**src/common/sbdac_pkg.sv**
```systemverilog
//////////////////////////////////////////////////////////////////////////////
// Purpose: shared constants and types of the stereo bitstream converter
// Assumes: one clock, mclk, serves as the conversion clock
// Notes:   status and mask vectors hold underrun in bit 0, ready in bit 1
//////////////////////////////////////////////////////////////////////////////
package sbdac_pkg;
   localparam int SB_MCLK_HZ = 20_000_000;
   // clocks per input sample, the conversion clock being 256 times fs
   localparam int SB_CLK_PER_SMP = 256;
   // fixed oversampling ratio, not a port and not a parameter on purpose
   localparam int SB_OSR = 128;
   localparam int SB_CLK_PER_OS = SB_CLK_PER_SMP / SB_OSR;
   localparam int SB_SMP_W = 16;
   localparam int SB_FIFO_DEPTH = 8;
   localparam int SB_FIR_W = 20;
   localparam int SB_CIC_ORDER = 4;
   localparam int SB_CIC_W = 48;
   // interpolator gain is osr to the power order-1, that is 2**21
   localparam int SB_CIC_SHIFT = 21;
   localparam int SB_SDM_ORDER = 3;
   localparam int SB_SDM_W = 24;
   localparam int SB_SDM_FS_LOG2 = 17;
   localparam logic [7:0] SB_PHASE_LAST = 8'hff;
   localparam int SB_FLAG_UNDERRUN = 0;
   localparam int SB_FLAG_SAMPLE_READY_FLAG = 1;
   localparam logic [1:0] SB_FLAGS_RESET = 2'h0;

   typedef struct packed {
      logic signed [SB_SMP_W-1:0] right_sample_field;
      logic signed [SB_SMP_W-1:0] left_sample_field;
   } sbdac_pair_type;

   typedef enum logic [1:0] {
      SB_IDLE = 2'b00,
      SB_PRIME = 2'b01,
      SB_RUN = 2'b10
   } sbdac_state_type;
endpackage

```
**src/hdl/sbdac_chan.sv**
```systemverilog
//////////////////////////////////////////////////////////////////////////////
// Purpose: one channel: equalizer, interpolator and modulator
// Assumes: smp_tick once per sample period, os_tick at 128 times that
// Notes:   all state is cleared while run is low
//////////////////////////////////////////////////////////////////////////////
`timescale 1ns/1ns
module sbdac_chan import sbdac_pkg::*; #(
   parameter int CIC_W = SB_CIC_W,
   parameter int SDM_W = SB_SDM_W
) (
   // clock and reset
   input wire logic mclk,
   input wire logic srst,
   // pacing
   input wire logic run,
   input wire logic smp_tick,
   input wire logic os_tick,
   // sample in, two's complement
   input wire logic signed [SB_SMP_W-1:0] sample,
   // complementary bitstream
   output logic bit_q,
   output logic bitn_q
);
   localparam logic signed [SDM_W-1:0] FS = SDM_W'(1) <<< SB_SDM_FS_LOG2;
   localparam logic signed [SDM_W:0] LIM = (SDM_W+1)'(1) <<< (SDM_W - 2);
   wire clr = srst || !run;

   function automatic logic signed [SDM_W-1:0] sat(input logic signed [SDM_W:0] v);
      // clamping keeps an overdriven loop from wrapping and latching up
      if (v > LIM) begin
         return SDM_W'(LIM);
      end else if (v < -LIM) begin
         return SDM_W'(-LIM);
      end
      return SDM_W'(v);
   endfunction

   ///////////////////////////////////////////////////////////////////////////
   logic signed [SB_SMP_W-1:0] x1_q, x2_q;
   wire signed [SB_FIR_W-1:0] xe0 = SB_FIR_W'(sample);
   wire signed [SB_FIR_W-1:0] xe1 = SB_FIR_W'(x1_q);
   wire signed [SB_FIR_W-1:0] xe2 = SB_FIR_W'(x2_q);
   // droop equalizer
   // taps -1/4, 3/2, -1/4 lift the top of the band that the combs droop
   wire signed [SB_FIR_W-1:0] fir_sum = (xe1 <<< 2) + (xe1 <<< 1) - xe0 - xe2;
   wire signed [CIC_W-1:0] fir_out = CIC_W'(fir_sum >>> 2);

   always_ff @(posedge mclk) begin
      if (clr) begin
         x1_q <= '0;
         x2_q <= '0;
      end else if (smp_tick) begin
         x1_q <= sample;
         x2_q <= x1_q;
      end
   end

   ///////////////////////////////////////////////////////////////////////////
   logic signed [CIC_W-1:0] comb_v [SB_CIC_ORDER+1];
   logic signed [CIC_W-1:0] comb_d_q [SB_CIC_ORDER];
   logic signed [CIC_W-1:0] integ_q [SB_CIC_ORDER];
   logic signed [CIC_W-1:0] comb_out_q;
   logic inj_q;
   assign comb_v[0] = fir_out;

   for (genvar k = 0; k < SB_CIC_ORDER; k++) begin : g_cic
      wire signed [CIC_W-1:0] integ_in;
      assign comb_v[k+1] = comb_v[k] - comb_d_q[k];
      if (k == 0) begin : g_first
         // zero stuffing: one nonzero value per 128 steps
         assign integ_in = inj_q ? comb_out_q : '0;
      end else begin : g_rest
         assign integ_in = integ_q[k-1];
      end
      always_ff @(posedge mclk) begin
         if (clr) begin
            comb_d_q[k] <= '0;
            integ_q[k] <= '0;
         end else begin
            if (smp_tick) begin
               comb_d_q[k] <= comb_v[k];
            end
            if (os_tick) begin
               integ_q[k] <= integ_q[k] + integ_in;
            end
         end
      end
   end

   always_ff @(posedge mclk) begin
      if (clr) begin
         comb_out_q <= '0;
         inj_q <= 1'b0;
      end else if (smp_tick) begin
         comb_out_q <= comb_v[SB_CIC_ORDER];
         inj_q <= 1'b1;
      end else if (os_tick) begin
         inj_q <= 1'b0;
      end
   end

   ///////////////////////////////////////////////////////////////////////////
   wire signed [SDM_W-1:0] u = SDM_W'(integ_q[SB_CIC_ORDER-1] >>> SB_CIC_SHIFT);
   wire signed [SDM_W-1:0] fb = bit_q ? FS : -FS;
   logic signed [SDM_W-1:0] sd_q [SB_SDM_ORDER];

   for (genvar k = 0; k < SB_SDM_ORDER; k++) begin : g_sdm
      wire signed [SDM_W-1:0] src = (k == 0) ? u : (sd_q[(k == 0) ? 0 : k-1] >>> k);
      wire signed [SDM_W:0] delta = (SDM_W+1)'(src) - (SDM_W+1)'(fb);
      always_ff @(posedge mclk) begin
         if (clr) begin
            sd_q[k] <= '0;
         end else if (os_tick) begin
            sd_q[k] <= sat((SDM_W+1)'(sd_q[k]) + delta);
         end
      end
   end

   always_ff @(posedge mclk) begin
      if (clr) begin
         bit_q <= 1'b0;
         bitn_q <= 1'b1;
      end else if (os_tick) begin
         bit_q <= !sd_q[SB_SDM_ORDER-1][SDM_W-1];
         bitn_q <= sd_q[SB_SDM_ORDER-1][SDM_W-1];
      end
   end
endmodule

```
**src/hdl/sbdac_fifo.sv**
```systemverilog
//////////////////////////////////////////////////////////////////////////////
// Purpose: small sample buffer between the writer and the converter
// Assumes: read data appear in out_data one cycle after a pop
// Notes:   full and empty come from an occupancy count
//////////////////////////////////////////////////////////////////////////////
`timescale 1ns/1ns
module sbdac_fifo import sbdac_pkg::*; #(
   parameter int WIDTH = 32,
   parameter int DEPTH = SB_FIFO_DEPTH
) (
   // clock and reset
   input wire logic mclk,
   input wire logic srst,
   // filling side
   input wire logic in_valid,
   output logic in_ready,
   input wire logic [WIDTH-1:0] in_data,
   // draining side
   output logic out_valid,
   input wire logic out_ready,
   output logic [WIDTH-1:0] out_data
);
   localparam int AW = $clog2(DEPTH);
   logic [WIDTH-1:0] mem_q [DEPTH];
   logic [AW-1:0] wr_ptr_q;
   logic [AW-1:0] rd_ptr_q;
   logic [AW:0] count_q;
   wire push = in_valid && in_ready;
   wire pop = out_valid && out_ready;
   assign in_ready = count_q != (AW+1)'(DEPTH);
   assign out_valid = count_q != '0;

   always_ff @(posedge mclk) begin
      if (push) begin
         mem_q[wr_ptr_q] <= in_data;
      end
   end

   always_ff @(posedge mclk) begin
      if (srst) begin
         wr_ptr_q <= '0;
         rd_ptr_q <= '0;
         count_q <= '0;
         out_data <= '0;
      end else begin
         if (push) begin
            wr_ptr_q <= (wr_ptr_q == AW'(DEPTH - 1)) ? '0 : wr_ptr_q + 1'b1;
         end
         if (pop) begin
            rd_ptr_q <= (rd_ptr_q == AW'(DEPTH - 1)) ? '0 : rd_ptr_q + 1'b1;
            out_data <= mem_q[rd_ptr_q];
         end
         count_q <= count_q + (AW+1)'(push) - (AW+1)'(pop);
      end
   end
endmodule

```
**src/hdl/sbdac_top.sv**
```systemverilog
//////////////////////////////////////////////////////////////////////////////
// Purpose: stereo sigma-delta bitstream converter with sample buffer
// Assumes: mclk is the conversion clock, 256 times the sample rate
// Notes:   control and status bits are plain ports, no register bus
//////////////////////////////////////////////////////////////////////////////
// What this block does
// - sample becomes bitstream with proportional average
// - two channels, each true and inverted
// - oversampling ratio fixed at 128
// - three-tap equalizer before the interpolator
// - fourth-order comb interpolator, fs to 128fs
// - third-order modulator with one-bit quantizer
// - runs only after enable written one
// - channel 0 low half, channel 1 high
// - ready flag set when a pair fits
// - late sample sets the underrun flag
// - status read or clear write drops flags
// - dma request follows ready, nothing else needed
// - samples are signed two's complement
// - one interrupt line from masked flags
// - swap bit exchanges halves on write
// - ready flag reads zero when not ready
// - enable sets mask bit, disable clears it
//////////////////////////////////////////////////////////////////////////////
`timescale 1ns/1ns
module sbdac_top import sbdac_pkg::*; #(
   parameter int FIFO_DEPTH = SB_FIFO_DEPTH
) (
   // clock and reset
   input wire logic mclk,
   input wire logic srst,
   // control
   input wire logic converter_enable_bit,
   input wire logic swap_bit,
   // sample pair write
   input wire logic sample_pair_wr,
   input wire sbdac_pair_type sample_pair_data,
   output logic dma_request,
   // interrupt control, bit 0 underrun, bit 1 ready
   input wire logic irq_status_rd,
   input wire logic [1:0] irq_enable_wr,
   input wire logic [1:0] irq_disable_wr,
   input wire logic [1:0] irq_clear_wr,
   output logic [1:0] irq_status,
   output logic [1:0] irq_mask,
   output logic irq,
   output logic sample_ready_flag,
   // bitstream pins
   output logic chan0_bitstream_out,
   output logic chan0_bitstream_out_inv,
   output logic chan1_bitstream_out,
   output logic chan1_bitstream_out_inv
);
   ///////////////////////////////////////////////////////////////////////////
   sbdac_state_type state_q, state_d;
   logic [7:0] phase_q;
   logic tick_d_q;
   logic pop_d_q;
   logic ready_d_q;
   logic underrun_q;
   logic sample_ready_flag_q;
   logic [1:0] mask_q;
   sbdac_pair_type cur_pair_q;
   sbdac_pair_type fifo_out;
   sbdac_pair_type push_pair;
   sbdac_pair_type cur_pair;
   logic fifo_in_ready;
   logic fifo_valid;

   wire running = state_q != SB_IDLE;
   wire tick = running && (phase_q == SB_PHASE_LAST);
   wire os_tick = running && phase_q[0];
   wire pop = tick && fifo_valid;
   wire wr_ready = converter_enable_bit && fifo_in_ready;
   wire wr_acc = sample_pair_wr && wr_ready;
   // empty buffer at a sample boundary
   // no underrun before the first sample
   wire ur_event = tick && !fifo_valid && (state_q == SB_RUN);
   wire ready_rise = wr_ready && !ready_d_q;
   wire clr_ur = irq_status_rd || irq_clear_wr[SB_FLAG_UNDERRUN];
   wire clr_tx = irq_status_rd || irq_clear_wr[SB_FLAG_SAMPLE_READY_FLAG];

   assign dma_request = wr_ready;

   // halves placed or swapped at write
   assign push_pair.left_sample_field = swap_bit ? sample_pair_data.right_sample_field
                                                 : sample_pair_data.left_sample_field;
   assign push_pair.right_sample_field = swap_bit ? sample_pair_data.left_sample_field
                                                  : sample_pair_data.right_sample_field;
   // an underrun repeats the last pair rather than jumping to zero
   assign cur_pair = pop_d_q ? fifo_out : cur_pair_q;

   ///////////////////////////////////////////////////////////////////////////
   // single clock, no crossing needed
   sbdac_fifo #(
      .WIDTH($bits(sbdac_pair_type)),
      .DEPTH(FIFO_DEPTH)
   ) u_fifo (
      .mclk(mclk),
      .srst(srst),
      .in_valid(wr_acc),
      .in_ready(fifo_in_ready),
      .in_data(push_pair),
      .out_valid(fifo_valid),
      .out_ready(tick),
      .out_data(fifo_out)
   );

   ///////////////////////////////////////////////////////////////////////////
   always_comb begin
      state_d = state_q;
      case (state_q)
         SB_IDLE: begin
            if (converter_enable_bit) begin
               state_d = SB_PRIME;
            end
         end
         SB_PRIME: begin
            if (!converter_enable_bit) begin
               state_d = SB_IDLE;
            end else if (pop) begin
               state_d = SB_RUN;
            end
         end
         SB_RUN: begin
            if (!converter_enable_bit) begin
               state_d = SB_IDLE;
            end
         end
         default: begin
            state_d = SB_IDLE;
         end
      endcase
   end

   always_ff @(posedge mclk) begin
      if (srst) begin
         state_q <= SB_IDLE;
         phase_q <= '0;
         tick_d_q <= 1'b0;
         pop_d_q <= 1'b0;
         cur_pair_q <= '0;
      end else begin
         state_q <= state_d;
         phase_q <= running ? phase_q + 1'b1 : '0;
         tick_d_q <= tick && (state_d != SB_IDLE);
         pop_d_q <= pop;
         cur_pair_q <= cur_pair;
      end
   end

   ///////////////////////////////////////////////////////////////////////////
   // ready flag set as readiness rises, held until cleared, dropped when not ready
   always_ff @(posedge mclk) begin
      if (srst) begin
         underrun_q <= 1'b0;
         sample_ready_flag_q <= 1'b0;
         ready_d_q <= 1'b0;
         mask_q <= SB_FLAGS_RESET;
      end else begin
         ready_d_q <= wr_ready;
         underrun_q <= ur_event || (underrun_q && !clr_ur);
         sample_ready_flag_q <= wr_ready && (ready_rise || (sample_ready_flag_q && !clr_tx));
         mask_q <= (mask_q | irq_enable_wr) & ~irq_disable_wr;
      end
   end

   assign irq_status = {sample_ready_flag_q, underrun_q};
   assign irq_mask = mask_q;
   assign sample_ready_flag = sample_ready_flag_q;
   assign irq = |(irq_status & irq_mask);

   ///////////////////////////////////////////////////////////////////////////
   // two channels, signed samples
   sbdac_chan u_chan0 (
      .mclk(mclk),
      .srst(srst),
      .run(running),
      .smp_tick(tick_d_q),
      .os_tick(os_tick),
      .sample(cur_pair.left_sample_field),
      .bit_q(chan0_bitstream_out),
      .bitn_q(chan0_bitstream_out_inv)
   );

   sbdac_chan u_chan1 (
      .mclk(mclk),
      .srst(srst),
      .run(running),
      .smp_tick(tick_d_q),
      .os_tick(os_tick),
      .sample(cur_pair.right_sample_field),
      .bit_q(chan1_bitstream_out),
      .bitn_q(chan1_bitstream_out_inv)
   );
endmodule
```
**config.mk**
```make
export PLATFORM = sky130hd
export DESIGN_NAME = sbdac_top
export DESIGN_NICKNAME = d
export VERILOG_FILES = /design/src/common/sbdac_pkg.sv /design/src/hdl/sbdac_chan.sv /design/src/hdl/sbdac_fifo.sv /design/src/hdl/sbdac_top.sv
export SDC_FILE = /design/constraint.sdc
export NUM_CORES = 2
export LEC_CHECK = 0
export BUFFER_PORTS_ARGS = -buffer_cell sky130_fd_sc_hd__buf_2
export CAP_MARGIN = 20
export CORE_ASPECT_RATIO = 1.2
export CORE_UTILIZATION = 49
export CTS_CLUSTER_SIZE = 10
export DETAILED_ROUTE_END_ITERATION = 6
export GPL_TIMING_DRIVEN = 0
export PLACE_DENSITY_LB_ADDON = 0.12
export RECOVER_POWER = 50
export SKIP_LAST_GASP = 1
export SYNTH_ARGS = -nofsm -noshare
export SYNTH_HDL_FRONTEND = slang
export SYNTH_SLANG_ARGS = --single-unit
export TNS_END_PERCENT = 100
```
**constraint.sdc**
```tcl
create_clock -name mclk -period 13.6 [get_ports mclk]
set_clock_uncertainty 0.2 [all_clocks]
set_input_delay 1.36 -clock mclk [delete_from_list [all_inputs] [get_ports mclk]]
set_output_delay 1.36 -clock mclk [all_outputs]
set_load 0.005 [all_outputs]
```
==> results.md <==
- Status: finished with violations
- Failing checks: design-rule violations, max-capacitance violations, max-slew violations
- DR WL/cell: 18.2 microns
- Setup ws final: 0.766 ns
- Initial antenna violation count: 1
- Inserted Clock Buffers: 159
- Register area share after synthesis: 39.2%
- Simple-Gate Fraction of Synth Area: 14.3%
- Commonest non-fill, non-tap cell in the layout: edfxtp_1
- Fin util: 54.1%
- Final setup violating endpoints: 0
- Nature of the critical path endpoint: register
- Stages on the worst setup path: 55
- Effective utilization at floorplan: 49.3%
- Max Fclk: 77.9 MHz
- Final Hold Fails: 0
- H-tree Lvls: 4
- Sequential cell area: 37000 sq um
- Synth Area in XOR/XNOR: 6.49%
- Syn Inst Count: 9705
- Pins Over Slew Limit: 535
- R2R Setup Slk: 0.77 ns
- Nets: 11100
- Total number of yosys warnings: 0
- Placed Cells: 12300
- Die Wd: 403 microns
- Peak supply drop: 118 uV
- Worst-path maximum fanout: 10
- R2r startpoint: pop_d_q
- Power per cell area: 128 nW/um^2
- Largest family of logic cells by synthesized area: compound AO/OA/AOI/OAI gates
- Worst R2R Path Depth: 55
- CP bufs+invs: 5
- Place WS: -1.61 ns
- Top FF cell, synth: edfxtp_1
- HP Class: reg -> reg
- Initial DRC Count: 3098
- Crit path to: u_chan1.comb_out_q[43]
- Worst-path clk slew: 0.06 ns
- Die height: 483 microns
- Crit path launch: pop_d_q
- Mux cell area share after synthesis: 3.49%
- Leakage: 0.0439 uW
- Pin count of the biggest net entering global routing: 132
- Die area: 194000 sq um
- Max-Cap Viols: 7
- CTS tree: built
- Root Buffer: clkbuf_16
- Global-route wire length before repair: 361000 microns
- I/O Buffers: 53
- Antenna viol nets, final: 0
- DRC: 2
- Most frequent cells in the layout: edfxtp_1, inv_1, nor2_1
- CP arrival: 13.27 ns
- Gr ovfl total: 0
- Final worst path period share: 94.4%
- Distinct cells, synth: 102
- Number of synthesized flops with an enable pin: 1066
- Sink Count: 1316
- CORE AREA: 192000 sq um
- Syn Area/Cell: 9.73 sq um
- DR pass1 iterations: 7
- GRT Util Overall: 23.2%
- CP top delay family: compound AO/OA/AOI/OAI gates
- Slowest-stage cell, CP: fa_1
- Slew @ Worst Pin: 6.82 ns
- Mapped Area: 94400 sq um
- Via Count: 69900
- Reg2reg end: u_chan1.comb_out_q[43]
- Synth async-reset ratio: 0%
- Syn nets: 10800
- Vias in the first global route: 70100
- Fill cell count: 17100
- Complex-gate fraction of the synthesized area: 16.4%
- Min Hold Slack: 0.217 ns
- Post-DP HPWL: 181000 microns
- Buffer levels on the longest clock path: 3
- Fin area: 104000 sq um
- Post-place instance area: 98600 sq um
- Synth Area in Adders: 15.2%
- Worst EP required: 14.03 ns
- Skew-Pair Late Insertion Delay: 0.86 ns
- Worst setup SP type: register
- Routed vias/inst: 5.56
- Final WL: 229000 microns
- Syn-to-layout area delta: 9.83%
- Critical path class: reg -> reg
- Cell Rows: 176
- Min Clock Period, post-route: 12.83 ns
- Share of layout cells above drive strength 1: 4.93%
- Multi-input gate area: 53100 sq um
- Ports: 55
- Placer congestion estimate: 0.909
- Worst slew margin: -355%
- Seq cells post-synth: 1316
- Fin cells: 12600
- CP max stage delay: 0.56 ns
[how the worst min path moves through the flow]
stage | startpoint | depth (start not counted) | to
6_report | ready_d_q | 1 | sample_ready_flag
5_1_grt | ready_d_q | 1 | sample_ready_flag
4_1_cts | ready_d_q | 1 | sample_ready_flag
3_5_place_dp | ready_d_q | 1 | sample_ready_flag
3_3_place_gp | ready_d_q | 1 | sample_ready_flag
2_1_floorplan | ready_d_q | 1 | sample_ready_flag
[Yosys cell counts, types with 20 or more instances]
cell type / n / area share [%]
a211o_1: 20 / 0.19
a211oi_1: 132 / 1.0
a21boi_0: 32 / 0.25
a21o_1: 460 / 3.7
a21oi_1: 680 / 3.6
a221oi_1: 23 / 0.21
a31o_2: 23 / 0.21
a31oi_1: 65 / 0.43
and2_1: 393 / 2.6
and3_1: 101 / 0.67
buf_1: 25 / 0.099
clkbuf_1: 234 / 0.93
dfxtp_1: 250 / 5.3
edfxtp_1: 1066 / 34
fa_1: 119 / 2.5
ha_1: 953 / 13
inv_1: 993 / 3.9
mux2_2: 35 / 0.42
mux2i_1: 146 / 1.5
mux4_2: 64 / 1.5
nand2_1: 429 / 1.7
nand2b_1: 137 / 0.91
nand3_1: 160 / 0.85
nand4_1: 79 / 0.52
nor2_1: 950 / 3.8
nor2b_1: 149 / 0.99
nor3_1: 174 / 0.92
nor3b_1: 28 / 0.22
o211ai_1: 27 / 0.21
o21a_1: 103 / 0.82
o21ai_0: 418 / 2.2
o21bai_1: 103 / 0.82
o31ai_1: 64 / 0.51
or2_2: 30 / 0.20
or3_1: 28 / 0.19
xnor2_1: 418 / 3.9
xor2_1: 277 / 2.6
[routing by layer]
metal	part of all wire [%]	vias to the layer above	track usage, %
li1	-	35200	-
met3	2.7	444	2.47
met5	0	-	0
met2	53	1080	45.1
met4	4.3	0	9.67
met1	40	33200	25.5
[stage by stage]
stage | setup TNS [ns] | power (uW)
after floorplan | 0 | 8080
after global placement | -2236.75 | 9120
after detailed placement | -24.53 | 9160
after CTS | 0 | 13300
after global routing | -0.120 | 14000
final | 0 | 13200
[state kept, by name, indices dropped and copies added (netlist names), 32 cells and up]
name,cells
u_fifo.mem_q,256
u_chan0.integ_q,180
u_chan1.integ_q,180
u_chan0.comb_d_q,153
u_chan1.comb_d_q,153
u_chan0.sd_q,72
u_chan1.sd_q,72
u_chan0.comb_out_q,45
u_chan1.comb_out_q,45
cur_pair_q,32
u_fifo.out_data,32
[timing repair]
action	CTS	global route
buffers inserted	0	5
setup endpoints to repair	32	19
gates resized for setup	37	72
pin swaps	1	17
hold buffers	0	0
[final cells by class]
| type | instances | share of cell area, % |
|---|---|---|
| Clock buffer | 230 | 4.19 |
| Tap cell | 2492 | 3.01 |
| Sequential cell | 1316 | 35.7 |
| Clock inverter | 35 | 0.586 |
| Timing Repair Buffer | 116 | 0.755 |
| Multi-Input combinational cell | 7128 | 51.2 |
| Buffer | 264 | 1.00 |
| Antenna cell | 1 | 0.00241 |
| Inverter | 995 | 3.60 |
[where the power goes]
group	total, uW	switching (uW)	internal, uW
registers	4520	58.1	4460
clock network	4070	1760	2310
logic	4650	2750	1900
[cell families (layout without fill, tap and decap cells)]
kind of cell | after synthesis | after routing
and+or+nand+nor | 2742 | 2742
AOI/OAI and AO/OA | 2372 | 2372
DFF | 1316 | 1316
buffers and inverters | 1261 | 1640
adders and majority gates | 1072 | 1072
xor gates and xnor gates | 697 | 697
muxes | 245 | 245
other | 0 | 1
No activity file was read; power rests on OpenSTA's default activity.
